===== config.mk =====
export PLATFORM = sky130hd
export DESIGN_NAME = pss_sequencer
export DESIGN_NICKNAME = d
export VERILOG_FILES = /design/src/logic/pss_pkg.sv /design/src/logic/pss_sequencer.sv
export SDC_FILE = /design/constraint.sdc
export NUM_CORES = 1
export LEC_CHECK = 0
export BUFFER_PORTS_ARGS = -buffer_cell sky130_fd_sc_hd__buf_4
export CORE_MARGIN = 3
export CORE_UTILIZATION = 30
export CTS_CLUSTER_SIZE = 20
export DETAILED_ROUTE_END_ITERATION = 16
export HOLD_SLACK_MARGIN = 0.12
export SYNTH_ARGS = -nofsm -noshare
export SYNTH_HDL_FRONTEND = slang
export SYNTH_SLANG_ARGS = --single-unit

===== constraint.sdc =====
create_clock -name aclk -period 6.6 [get_ports aclk]
set_input_delay 0 -clock aclk [delete_from_list [all_inputs] [get_ports aclk]]
set_output_delay 0 -clock aclk [all_outputs]
set_load 0.005 [all_outputs]

===== src/logic/pss_pkg.sv =====
// constants, types and register map of the program sequencer with return stack
// assumes a single 100 MHz clock domain and an axi4-lite register master
package pss_pkg;

	// ------------------------------------------------------------
	// widths and sizes
	// ------------------------------------------------------------
	localparam int PSS_PC_W         = 12;
	localparam int PSS_INSTR_W      = 15;
	localparam int PSS_STACK_LEVELS = 8;
	localparam int PSS_IRQ_N        = 6;
	localparam int PSS_PHASES       = 4;

	// ------------------------------------------------------------
	// timing
	// ------------------------------------------------------------
	localparam int PSS_CLK_PERIOD_NS     = 10;
	localparam int PSS_SYS_PERIOD_NS     = 10;
	localparam int PSS_STARTUP_SYS_TICKS = 1024;
	localparam int PSS_STARTUP_CYCLES    =
		(PSS_STARTUP_SYS_TICKS * PSS_SYS_PERIOD_NS + PSS_CLK_PERIOD_NS - 1) / PSS_CLK_PERIOD_NS;

	// ------------------------------------------------------------
	// program counter targets
	// ------------------------------------------------------------
	localparam logic [11:0] PSS_RESET_VEC = 12'h000;
	localparam logic [3:0]  PSS_LAST_PAGE = 4'hf;
	// index 0 is ext line zero, 5 is real time clock; lowest index wins
	localparam logic [5:0][11:0] PSS_IRQ_VEC = {12'h018, 12'h014, 12'h010, 12'h00c, 12'h008, 12'h004};

	// ------------------------------------------------------------
	// register indices (byte address = index * 4)
	// ------------------------------------------------------------
	localparam logic [7:0] PSS_IDX_PC_LOW_BYTE   = 8'h06;
	localparam logic [7:0] PSS_IDX_TABLE_POINTER = 8'h07;
	localparam logic [7:0] PSS_IDX_TABLE_HIGH    = 8'h08;
	localparam logic [7:0] PSS_IDX_IRQ_CTRL      = 8'h10;
	localparam logic [7:0] PSS_IDX_IRQ_FLAG      = 8'h11;
	localparam logic [7:0] PSS_IDX_SEQ_STAT      = 8'h12;

	// field positions and reset values
	localparam int         PSS_GLOBAL_EN_BIT = 7;
	localparam int         PSS_STAT_PC_LSB   = 16;
	localparam logic [7:0] PSS_TABLE_PTR_RST = 8'h00;
	localparam logic [5:0] PSS_IRQ_EN_RST    = 6'h00;
	localparam logic [1:0] PSS_RESP_OKAY     = 2'h0;
	localparam logic [1:0] PSS_RESP_SLVERR   = 2'h2;

	// ------------------------------------------------------------
	// execute-stage commands
	// ------------------------------------------------------------
	typedef enum logic [3:0] {
		PSS_OP_NONE,
		PSS_OP_SKIP,
		PSS_OP_JUMP,
		PSS_OP_CALL,
		PSS_OP_SUBROUTINE_RETURN,
		PSS_OP_INTERRUPT_RETURN,
		PSS_OP_PC_LOW_WRITE,
		PSS_OP_TABLE_READ_CURRENT_PAGE,
		PSS_OP_TABLE_READ_LAST_PAGE
	} pss_op_e;

	typedef struct packed {
		pss_op_e     op;
		logic [11:0] target;
		logic [7:0]  data;
	} pss_cmd_s;

endpackage : pss_pkg


===== src/logic/pss_sequencer.sv =====
// program sequencer: phase generator, fetch/execute pipeline, pc, table reads,
// interrupt vectoring and the eight-level return stack, with an axi4-lite slave
// assumes a synchronous program memory that returns data one clock after address
// and a decoder that presents exec_cmd for instr_word during phase 3
//
// Contract
// [RL1] four clocks make one instruction cycle
// [RL2] fetch overlaps execute of previous instruction
// [RL3] pc-changing instructions cost a dummy cycle
// [RL4] pc advances by one after fetch
// [RL5] met skip drops prefetch, resumes pc plus two
// [RL6] low-byte write jumps within current page
// [RL7] 4096 words of 15 bits, 12-bit addresses
// [RL8] reset starts execution at address zero
// [RL9] ext lines vector to 004h and 008h
// [RL10] timer overflow vectors to 00ch
// [RL11] time base time-out vectors to 010h
// [RL12] converter end vectors to 014h
// [RL13] real time clock vectors to 018h
// [RL14] table address: page bits plus pointer
// [RL15] table word splits low byte, high seven
// [RL16] pointer read/write, table high read-only
// [RL17] table reads take two instruction cycles
// [RL18] eight-level stack holds only pc values
// [RL19] call/irq push, returns pop the pc
// [RL20] reset leaves stack index at top
// [RL21] full stack holds interrupt pending, unacknowledged
// [RL22] call on full stack loses oldest entry
// [RL23] acknowledge clears source flag and global enable
// [RL24] lowest vector wins among simultaneous requests
// [RL25] interrupt return sets global enable again
module pss_sequencer
	import pss_pkg::*;
#(
	parameter int STACK_DEPTH = PSS_STACK_LEVELS,
	parameter int ADDR_W      = 12
)(
	// clock and reset
	input  wire logic                    aclk,
	input  wire logic                    aresetn,
	// axi4-lite slave
	input  wire logic [ADDR_W-1:0]       s_axi_awaddr,
	input  wire logic                    s_axi_awvalid,
	output logic                         s_axi_awready,
	input  wire logic [31:0]             s_axi_wdata,
	input  wire logic [3:0]              s_axi_wstrb,
	input  wire logic                    s_axi_wvalid,
	output logic                         s_axi_wready,
	output logic [1:0]                   s_axi_bresp,
	output logic                         s_axi_bvalid,
	input  wire logic                    s_axi_bready,
	input  wire logic [ADDR_W-1:0]       s_axi_araddr,
	input  wire logic                    s_axi_arvalid,
	output logic                         s_axi_arready,
	output logic [31:0]                  s_axi_rdata,
	output logic [1:0]                   s_axi_rresp,
	output logic                         s_axi_rvalid,
	input  wire logic                    s_axi_rready,
	// program memory
	output logic [PSS_PC_W-1:0]          pmem_addr,
	input  wire logic [PSS_INSTR_W-1:0]  pmem_rdata,
	// decoder side
	output logic [PSS_PHASES-1:0]        phase_strb,
	output logic [PSS_INSTR_W-1:0]       instr_word,
	output logic                         instr_valid,
	input  wire pss_pkg::pss_cmd_s       exec_cmd,
	output logic [7:0]                   table_low_data,
	output logic                         table_low_valid,
	// interrupt sources
	input  wire logic [PSS_IRQ_N-1:0]    irq_event
);
	import pss_pkg::*;

	localparam int PW = (STACK_DEPTH > 1) ? $clog2(STACK_DEPTH) : 1;
	localparam int CW = $clog2(STACK_DEPTH + 1);
	localparam logic [CW-1:0] FULL_CNT = CW'(STACK_DEPTH);
	localparam logic [PW-1:0] LAST_PTR = PW'(STACK_DEPTH - 1);
	localparam logic [10:0]   STARTUP_LAST = 11'(PSS_STARTUP_CYCLES - 1);

	function automatic logic [PW-1:0] ptr_dec(input logic [PW-1:0] p);
		ptr_dec = (p == '0) ? LAST_PTR : p - PW'(1);
	endfunction : ptr_dec

	function automatic logic [PW-1:0] ptr_inc(input logic [PW-1:0] p);
		ptr_inc = (p == LAST_PTR) ? '0 : p + PW'(1);
	endfunction : ptr_inc

	function automatic logic reg_mapped(input logic [ADDR_W-1:0] a);
		logic [7:0] idx;
		idx = a[9:2];
		if (a[ADDR_W-1:10] != '0 || a[1:0] != 2'h0)
			reg_mapped = 1'b0;
		else if (idx == PSS_IDX_PC_LOW_BYTE || idx == PSS_IDX_TABLE_POINTER || idx == PSS_IDX_TABLE_HIGH)
			reg_mapped = 1'b1;
		else if (idx == PSS_IDX_IRQ_CTRL || idx == PSS_IDX_IRQ_FLAG || idx == PSS_IDX_SEQ_STAT)
			reg_mapped = 1'b1;
		else
			reg_mapped = 1'b0;
	endfunction : reg_mapped

	// ------------------------------------------------------------
	// state
	// ------------------------------------------------------------
	logic [1:0]             phase_ff;
	logic [3:0]             phase_strb_ff;
	logic [10:0]            startup_cnt_ff;
	logic                   run_ff;
	logic [PSS_PC_W-1:0]    pc_ff;
	logic [PSS_PC_W-1:0]    pmem_addr_ff;
	logic [PSS_INSTR_W-1:0] fetch_word_ff;
	logic [PSS_INSTR_W-1:0] ir_ff;
	logic                   ir_valid_ff;
	logic                   tab_busy_ff;
	logic [7:0]             table_pointer_ff;
	logic [6:0]             table_high_ff;
	logic [7:0]             table_low_ff;
	logic                   table_low_valid_ff;
	logic [PSS_PC_W-1:0]    stack_mem_ff [STACK_DEPTH];
	logic [PW-1:0]          stack_ptr_ff;
	logic [CW-1:0]          stack_index_ff;
	logic [PSS_IRQ_N-1:0]   irq_flag_ff;
	logic [PSS_IRQ_N-1:0]   irq_en_ff;
	logic                   global_irq_enable_ff;
	logic [ADDR_W-1:0]      aw_addr_ff;
	logic                   aw_got_ff;
	logic [31:0]            w_data_ff;
	logic [3:0]             w_strb_ff;
	logic                   w_got_ff;
	logic                   awready_ff;
	logic                   wready_ff;
	logic                   bvalid_ff;
	logic [1:0]             bresp_ff;
	logic                   arready_ff;
	logic                   rvalid_ff;
	logic [31:0]            rdata_ff;
	logic [1:0]             rresp_ff;

	// ------------------------------------------------------------
	// phase generator and start-up delay
	// ------------------------------------------------------------
	// [RL1] four-phase rotation
	always_ff @(posedge aclk)
	begin
		if (!aresetn)
		begin
			phase_ff      <= 2'h0;
			phase_strb_ff <= 4'h1;
		end
		else
		begin
			phase_ff      <= phase_ff + 2'h1;
			phase_strb_ff <= {phase_strb_ff[2:0], phase_strb_ff[3]};
		end
	end

	// run starts on an instruction-cycle boundary so fetch lines up with phase 0
	always_ff @(posedge aclk)
	begin
		if (!aresetn)
		begin
			startup_cnt_ff <= 11'h000;
			run_ff         <= 1'b0;
		end
		else if (!run_ff)
		begin
			if (startup_cnt_ff != STARTUP_LAST)
				startup_cnt_ff <= startup_cnt_ff + 11'h001;
			else if (phase_ff == 2'h3)
				run_ff <= 1'b1;
		end
	end

	// ------------------------------------------------------------
	// next program counter
	// ------------------------------------------------------------
	logic                  end_cyc;
	logic                  exec_live;
	pss_op_e               op;
	logic [PSS_IRQ_N-1:0]  irq_pend;
	logic                  stack_full;
	logic                  irq_take;
	logic [2:0]            irq_sel;
	logic [PSS_PC_W-1:0]   table_addr;
	logic [PSS_PC_W-1:0]   stack_top;
	logic [PSS_PC_W-1:0]   nxt_pc;
	logic [PSS_PC_W-1:0]   nxt_pmem_addr;
	logic                  nxt_ir_valid;
	logic                  push;
	logic                  pop;
	logic                  tab_start;

	assign end_cyc    = run_ff && (phase_ff == 2'h3);
	assign exec_live  = ir_valid_ff && !tab_busy_ff;
	assign op         = exec_live ? exec_cmd.op : PSS_OP_NONE;
	assign irq_pend   = irq_flag_ff & irq_en_ff & {PSS_IRQ_N{global_irq_enable_ff}};
	assign stack_full = (stack_index_ff == FULL_CNT);
	assign stack_top  = stack_mem_ff[ptr_dec(stack_ptr_ff)];

	// [RL21] full stack holds acknowledge
	assign irq_take = end_cyc && !tab_busy_ff && (op == PSS_OP_NONE) && (|irq_pend) && !stack_full;

	// [RL24] lowest vector priority
	always_comb
	begin
		irq_sel = 3'h0;
		for (int i = PSS_IRQ_N - 1; i >= 0; i--)
			if (irq_pend[i])
				irq_sel = 3'(i);
	end

	// [RL14] table address forming
	assign table_addr = {(op == PSS_OP_TABLE_READ_LAST_PAGE) ? PSS_LAST_PAGE : pc_ff[11:8], table_pointer_ff};

	always_comb
	begin
		// [RL4] default increment
		nxt_pc       = pc_ff + 12'h001;
		nxt_ir_valid = 1'b1;
		push         = 1'b0;
		pop          = 1'b0;
		tab_start    = 1'b0;
		if (tab_busy_ff)
		begin
			// second table cycle refetches the held pc
			nxt_pc = pc_ff;
		end
		else if (irq_take)
		begin
			// [RL9] [RL10] [RL11] [RL12] [RL13] vector branch
			push         = 1'b1;
			nxt_pc       = PSS_IRQ_VEC[irq_sel];
			nxt_ir_valid = 1'b0;
		end
		else
		begin
			// [RL3] transfers insert dummy cycle
			case (op)
				PSS_OP_SKIP:
				begin
					// [RL5] discard prefetch, pc plus two
					nxt_ir_valid = 1'b0;
				end
				PSS_OP_JUMP:
				begin
					nxt_pc       = exec_cmd.target;
					nxt_ir_valid = 1'b0;
				end
				PSS_OP_CALL:
				begin
					push         = 1'b1;
					nxt_pc       = exec_cmd.target;
					nxt_ir_valid = 1'b0;
				end
				PSS_OP_SUBROUTINE_RETURN, PSS_OP_INTERRUPT_RETURN:
				begin
					// [RL19] restore from stack
					pop          = 1'b1;
					nxt_pc       = stack_top;
					nxt_ir_valid = 1'b0;
				end
				PSS_OP_PC_LOW_WRITE:
				begin
					// [RL6] short jump in page
					nxt_pc       = {pc_ff[11:8], exec_cmd.data};
					nxt_ir_valid = 1'b0;
				end
				PSS_OP_TABLE_READ_CURRENT_PAGE, PSS_OP_TABLE_READ_LAST_PAGE:
				begin
					tab_start = 1'b1;
				end
				default:
				begin
					tab_start = 1'b0;
				end
			endcase
		end
		nxt_pmem_addr = tab_start ? table_addr : nxt_pc;
	end

	// ------------------------------------------------------------
	// fetch / execute pipeline
	// ------------------------------------------------------------
	// [RL7] 12-bit fetch of 15-bit words
	always_ff @(posedge aclk)
	begin
		if (!aresetn)
			fetch_word_ff <= 15'h0000;
		else if (run_ff && phase_ff == 2'h2)
			fetch_word_ff <= pmem_rdata;
	end

	// [RL2] fetched word moves to execute
	always_ff @(posedge aclk)
	begin
		if (!aresetn)
		begin
			// [RL8] start at address zero
			pc_ff        <= PSS_RESET_VEC;
			pmem_addr_ff <= PSS_RESET_VEC;
			ir_ff        <= 15'h0000;
			ir_valid_ff  <= 1'b0;
			tab_busy_ff  <= 1'b0;
		end
		else if (end_cyc)
		begin
			pc_ff        <= nxt_pc;
			pmem_addr_ff <= nxt_pmem_addr;
			ir_valid_ff  <= nxt_ir_valid;
			// [RL17] table read holds pipeline one cycle
			tab_busy_ff  <= tab_start;
			if (!tab_busy_ff)
				ir_ff <= fetch_word_ff;
		end
	end

	// [RL15] split table word
	always_ff @(posedge aclk)
	begin
		if (!aresetn)
		begin
			table_low_ff       <= 8'h00;
			table_high_ff      <= 7'h00;
			table_low_valid_ff <= 1'b0;
		end
		else
		begin
			table_low_valid_ff <= end_cyc && tab_busy_ff;
			if (end_cyc && tab_busy_ff)
			begin
				table_low_ff  <= fetch_word_ff[7:0];
				table_high_ff <= fetch_word_ff[14:8];
			end
		end
	end

	// ------------------------------------------------------------
	// return stack
	// ------------------------------------------------------------
	// [RL18] pc-only storage, no bus path
	always_ff @(posedge aclk)
	begin
		if (end_cyc && push)
			stack_mem_ff[stack_ptr_ff] <= pc_ff;
	end

	always_ff @(posedge aclk)
	begin
		if (!aresetn)
		begin
			// [RL20] index at top after reset
			stack_ptr_ff   <= '0;
			stack_index_ff <= '0;
		end
		else if (end_cyc && push)
		begin
			// [RL22] ring overwrites oldest when full
			stack_ptr_ff <= ptr_inc(stack_ptr_ff);
			if (!stack_full)
				stack_index_ff <= stack_index_ff + CW'(1);
		end
		else if (end_cyc && pop)
		begin
			stack_ptr_ff <= ptr_dec(stack_ptr_ff);
			if (stack_index_ff != '0)
				stack_index_ff <= stack_index_ff - CW'(1);
		end
	end

	// ------------------------------------------------------------
	// interrupt flags and enables
	// ------------------------------------------------------------
	logic                 wr_do;
	logic [7:0]           wr_idx;
	logic [PSS_IRQ_N-1:0] sw_clr;
	logic [PSS_IRQ_N-1:0] ack_clr;

	assign wr_do   = aw_got_ff && w_got_ff && !bvalid_ff;
	assign wr_idx  = aw_addr_ff[9:2];
	assign sw_clr  = (wr_do && reg_mapped(aw_addr_ff) && wr_idx == PSS_IDX_IRQ_FLAG && w_strb_ff[0]) ?
		w_data_ff[PSS_IRQ_N-1:0] : '0;
	assign ack_clr = irq_take ? (PSS_IRQ_N'(1) << irq_sel) : '0;

	// set beats any same-cycle clear
	always_ff @(posedge aclk)
	begin
		if (!aresetn)
			irq_flag_ff <= '0;
		else
			irq_flag_ff <= (irq_flag_ff & ~sw_clr & ~ack_clr) | irq_event;
	end

	always_ff @(posedge aclk)
	begin
		if (!aresetn)
		begin
			irq_en_ff            <= PSS_IRQ_EN_RST;
			global_irq_enable_ff <= 1'b0;
		end
		else
		begin
			if (wr_do && reg_mapped(aw_addr_ff) && wr_idx == PSS_IDX_IRQ_CTRL && w_strb_ff[0])
			begin
				irq_en_ff            <= w_data_ff[PSS_IRQ_N-1:0];
				global_irq_enable_ff <= w_data_ff[PSS_GLOBAL_EN_BIT];
			end
			// [RL23] acknowledge blocks nesting
			if (irq_take)
				global_irq_enable_ff <= 1'b0;
			// [RL25] interrupt return re-enables
			else if (end_cyc && op == PSS_OP_INTERRUPT_RETURN)
				global_irq_enable_ff <= 1'b1;
		end
	end

	// ------------------------------------------------------------
	// axi4-lite write channel
	// ------------------------------------------------------------
	always_ff @(posedge aclk)
	begin
		if (!aresetn)
		begin
			aw_got_ff  <= 1'b0;
			w_got_ff   <= 1'b0;
			awready_ff <= 1'b0;
			wready_ff  <= 1'b0;
			aw_addr_ff <= '0;
			w_data_ff  <= 32'h0000_0000;
			w_strb_ff  <= 4'h0;
		end
		else
		begin
			if (s_axi_awvalid && awready_ff)
			begin
				aw_got_ff  <= 1'b1;
				aw_addr_ff <= s_axi_awaddr;
				awready_ff <= 1'b0;
			end
			else if (wr_do)
				aw_got_ff <= 1'b0;
			else if (!aw_got_ff)
				awready_ff <= 1'b1;
			if (s_axi_wvalid && wready_ff)
			begin
				w_got_ff  <= 1'b1;
				w_data_ff <= s_axi_wdata;
				w_strb_ff <= s_axi_wstrb;
				wready_ff <= 1'b0;
			end
			else if (wr_do)
				w_got_ff <= 1'b0;
			else if (!w_got_ff)
				wready_ff <= 1'b1;
		end
	end

	// [RL16] pointer writable, table high refuses writes
	always_ff @(posedge aclk)
	begin
		if (!aresetn)
		begin
			table_pointer_ff <= PSS_TABLE_PTR_RST;
			bvalid_ff        <= 1'b0;
			bresp_ff         <= PSS_RESP_OKAY;
		end
		else if (wr_do)
		begin
			bvalid_ff <= 1'b1;
			if (!reg_mapped(aw_addr_ff))
				bresp_ff <= PSS_RESP_SLVERR;
			else if (wr_idx == PSS_IDX_TABLE_POINTER || wr_idx == PSS_IDX_IRQ_CTRL || wr_idx == PSS_IDX_IRQ_FLAG)
				bresp_ff <= PSS_RESP_OKAY;
			else
				bresp_ff <= PSS_RESP_SLVERR;
			if (reg_mapped(aw_addr_ff) && wr_idx == PSS_IDX_TABLE_POINTER && w_strb_ff[0])
				table_pointer_ff <= w_data_ff[7:0];
		end
		else if (bvalid_ff && s_axi_bready)
			bvalid_ff <= 1'b0;
	end

	// ------------------------------------------------------------
	// axi4-lite read channel
	// ------------------------------------------------------------
	logic [31:0] rd_word;
	logic [7:0]  rd_idx;

	assign rd_idx = s_axi_araddr[9:2];

	always_comb
	begin
		rd_word = 32'h0000_0000;
		if (rd_idx == PSS_IDX_PC_LOW_BYTE)
			rd_word[7:0] = pc_ff[7:0];
		else if (rd_idx == PSS_IDX_TABLE_POINTER)
			rd_word[7:0] = table_pointer_ff;
		else if (rd_idx == PSS_IDX_TABLE_HIGH)
			rd_word[6:0] = table_high_ff;
		else if (rd_idx == PSS_IDX_IRQ_CTRL)
		begin
			rd_word[PSS_IRQ_N-1:0] = irq_en_ff;
			rd_word[PSS_GLOBAL_EN_BIT] = global_irq_enable_ff;
		end
		else if (rd_idx == PSS_IDX_IRQ_FLAG)
			rd_word[PSS_IRQ_N-1:0] = irq_flag_ff;
		else if (rd_idx == PSS_IDX_SEQ_STAT)
		begin
			rd_word[CW-1:0] = stack_index_ff;
			rd_word[PSS_STAT_PC_LSB +: PSS_PC_W] = pc_ff;
		end
	end

	always_ff @(posedge aclk)
	begin
		if (!aresetn)
		begin
			arready_ff <= 1'b0;
			rvalid_ff  <= 1'b0;
			rdata_ff   <= 32'h0000_0000;
			rresp_ff   <= PSS_RESP_OKAY;
		end
		else if (s_axi_arvalid && arready_ff)
		begin
			arready_ff <= 1'b0;
			rvalid_ff  <= 1'b1;
			rdata_ff   <= reg_mapped(s_axi_araddr) ? rd_word : 32'h0000_0000;
			rresp_ff   <= reg_mapped(s_axi_araddr) ? PSS_RESP_OKAY : PSS_RESP_SLVERR;
		end
		else if (rvalid_ff && s_axi_rready)
			rvalid_ff <= 1'b0;
		else if (!rvalid_ff)
			arready_ff <= 1'b1;
	end

	// ------------------------------------------------------------
	// outputs
	// ------------------------------------------------------------
	assign s_axi_awready   = awready_ff;
	assign s_axi_wready    = wready_ff;
	assign s_axi_bvalid    = bvalid_ff;
	assign s_axi_bresp     = bresp_ff;
	assign s_axi_arready   = arready_ff;
	assign s_axi_rvalid    = rvalid_ff;
	assign s_axi_rdata     = rdata_ff;
	assign s_axi_rresp     = rresp_ff;
	assign pmem_addr       = pmem_addr_ff;
	assign phase_strb      = phase_strb_ff;
	assign instr_word      = ir_ff;
	assign instr_valid     = ir_valid_ff;
	assign table_low_data  = table_low_ff;
	assign table_low_valid = table_low_valid_ff;
endmodule : pss_sequencer


==> out/qor.txt <==
Outcome - finished, final reports clean
Total wire length - 35800 um
Post-Route Setup TNS - 0 ns
Longest Clk Path Bufs - 3
Peak VDD IR - 0.184 mV
Pre-antenna DRT Iters - 5
Routed via count - 9875
Syn Area/Cell - 10.1 um2
Post-Syn Instances - 1150
Sequential power share - 48.8%
Worst-path clk slew - 0.06 ns
Req. time, crit path - 7.10 ns
Setup-failing EPs final - 0
F_max - 0.238 GHz
Io pins - 194
Vias in the first global route - 9926
FF-to-FF path depth - 8
Core area - 0.0378 mm2
Ys Warns - 0
Setup crit end kind - flip-flop
Antenna violations before repair - 0
Start point of the critical path - tab_busy_ff
Synth async-reset ratio - 0%
CTS tree - yes
Combinational share of power - 5.0%
Minimum setup slack among reg-to-reg paths - 2.40 ns
Total GRT Usage - 16.9%
Post_cts resized - 0
Initial core utilization - 30.6%
Die width - 202 um
Dominant cells by area after synthesis - dfxtp_1 29%, edfxtp_1 25%, nand2_1 6.5%, a21oi_1 5.4%, mux4_2 3.5%
PwrDens - 227 mW/mm2
Port buffer count - 152
Worst-Skew Late Latency - 0.56 ns
Proportion of layout cells with a drive suffix above 1 - 18.1%
Register area share after synthesis - 54.0%
Wire length on met3 - 3210 um
Switch Pwr - 0.765 mW
Fin crit period - 4.20 ns
Internal - 2.73 mW
# DRC - 0
Area leader, netlist - dfxtp_1
Final critical-path share of the clock period - 63.7%
Clock Power Share - 46.2%
DP Wirelength - 24000 um
Post-route ant nets - 0
Pwr Total - 3.50 mW
Synth Register Bits - 264
Die Y - 202 um
Crit path kind - reg2reg
Final Hold Viols - 0
Via density - 5.10
Net count, final - 1529
Fin. max-slew vios - 0
Top layer in use - met4
Worst Max-Slew Pin Slew - 1.11 ns
Post-DP Area - 0.0132 mm2
Syn-to-layout area delta - 32.8%
Avg WL per Cell - 18.5 um
Number of CTS-inserted buffers - 30
CP arrival - 4.70 ns
Post-Syn Area - 0.0116 mm2
Clk sink count - 264
Cell Rows - 71
Predominant post-synthesis flop cell - dfxtp_1
Count leader, synth - nand2_1
Max-capacitance violation count - 0
Area of the multi-input gates - 0.00495 mm2
Post-synth EDFFs - 96
Largest net degree at the start of global routing - 77
Capture point of the worst path - pmem_addr[4]
Sequential cell area - 0.00625 mm2
Yosys cell types - 73
Critical path startpoint category - flip-flop
Met1 wire length - 15200 um
Hold Startpoint - exec_cmd[16]
Metal2 WL - 16600 um
Die area - 0.0410 mm2
RSZ-0062 raised after global routing - no
Area share of the largest cell type after synthesis - 29.1%
# diodes - 0
Switch share - 21.9%
Critical R2R Launch - tab_busy_ff
Relative slew slack - 26.0%
H-Tree Depth - 1
Design area - 0.0154 mm2
Final GP Congestion - 0.834
FILL cells - 3722
Commonest cells in the netlist - 199 x nand2_1, 168 x dfxtp_1, 126 x a21oi_1
First DRT Iteration DRCs - 712
First-pass GRT wire length - 55300 um
Util after Layout - 40.6%
Leak pwr - 5.61 nW
Worst hold-check path type - in2reg
Post-Route Skew - 0.0211 ns
GR Overflow Total - 0
Hold_ws - 0.150 ns
Root Driver - clkbuf_16
CP max FO - 22
Crit Reg-Reg Endpoint - pmem_addr[4]
[cell type report]
class	instances	area share (%)
repair buffers	290	16.2
clock buffers	46	5.87
inverters	20	0.497
multi-input cells	796	32.2
well taps	511	4.16
clock inverters	10	0.464
flip-flops and latches	264	40.6
[worst max-delay path: stages, from the launching register on]
cell,delay (ns)
dfxtp_1,0.56
or3b_1,0.66
nor2_1,0.89
a22oi_1,0.30
dlygate4sd3_1,0.69
o211ai_1,0.16
o21ai_0,0.13
a31oi_1,0.17
dlygate4sd3_1,0.56
[how the worst min path moves through the flow]
stage / slack, ns / cells past startpoint / end
6_report: 0.15 / 5 / pmem_addr[8]
5_1_grt: 0.19 / 5 / pc_ff[3]
4_1_cts: 0.13 / 5 / pmem_addr[8]
3_5_place_dp: 0.22 / 3 / irq_flag_ff[1]
3_3_place_gp: 0.21 / 3 / irq_flag_ff[1]
2_1_floorplan: 0.12 / 2 / irq_flag_ff[0]
[power groups by stage]
stage	Sequential (mW)	Combinational [mW]	Clock [mW]
5_1_grt	1.71	0.189	1.71
4_1_cts	1.71	0.172	1.65
3_5_place_dp	1.74	0.122	0
6_report	1.71	0.173	1.62
3_3_place_gp	1.74	0.121	0
2_1_floorplan	1.74	0.0625	0
[layout by cell type (no fill, tap or decap), types with 10 or more instances in the layout]
cell type,instances
buf_4,168
and2_1,10
clkbuf_16,31
nor3_1,27
a22oi_1,14
o21a_1,12
inv_1,19
o21ai_0,38
nor2_1,62
dfxtp_1,168
nand2_1,199
edfxtp_1,96
nand4_1,12
a221oi_1,12
or3_1,14
a22o_1,15
ha_1,14
mux2i_1,25
xnor2_1,13
nand3_1,21
dlygate4sd3_1,122
mux4_2,18
a21oi_1,125
conb_1,14
[flip-flops by register name (all words and copies together) (netlist names), 11 cells and up]
register,count
aw_addr_ff,12
stack_mem_ff,96
startup_cnt_ff,11
instr_word,15
s_axi_rdata,20
fetch_word_ff,15
pmem_addr,12
pc_ff,12
[metal layers]
metal / GRT usage, % / vias to the layer above
met5: 0 / -
met4: 4.53 / 0
met3: 5.19 / 51
met2: 27.4 / 344
met1: 22.0 / 4812
li1: - / 4668
[repair_timing]
action,CTS,global route
setup endpoints to repair,0,0
buffers inserted,0,0
hold buffers,122,0
hold endpoints to repair,91,0
[logic make-up (layout without fill, tap and decap cells)]
kind of cell | count (synthesis) | in the layout | share of synthesized area (%)
other | 1 | 14 | 0.0324
and+or+nand+nor | 405 | 405 | 16.4
adders and majority gates | 15 | 15 | 1.69
AOI/OAI and AO/OA | 294 | 294 | 16.2
xor gates and xnor gates | 19 | 19 | 1.44
muxes | 49 | 49 | 6.25
DFF | 264 | 264 | 54.0
buffers and inverters | 103 | 366 | 3.97
[metrics by stage]
step	worst slack, ns	cells
3_5_place_dp	2.85	1759
5_1_grt	2.24	1937
6_report	2.40	1937
3_3_place_gp	2.89	1759
4_1_cts	2.46	1937
2_1_floorplan	3.45	1163
No activity file was read; power rests on OpenSTA's default activity.
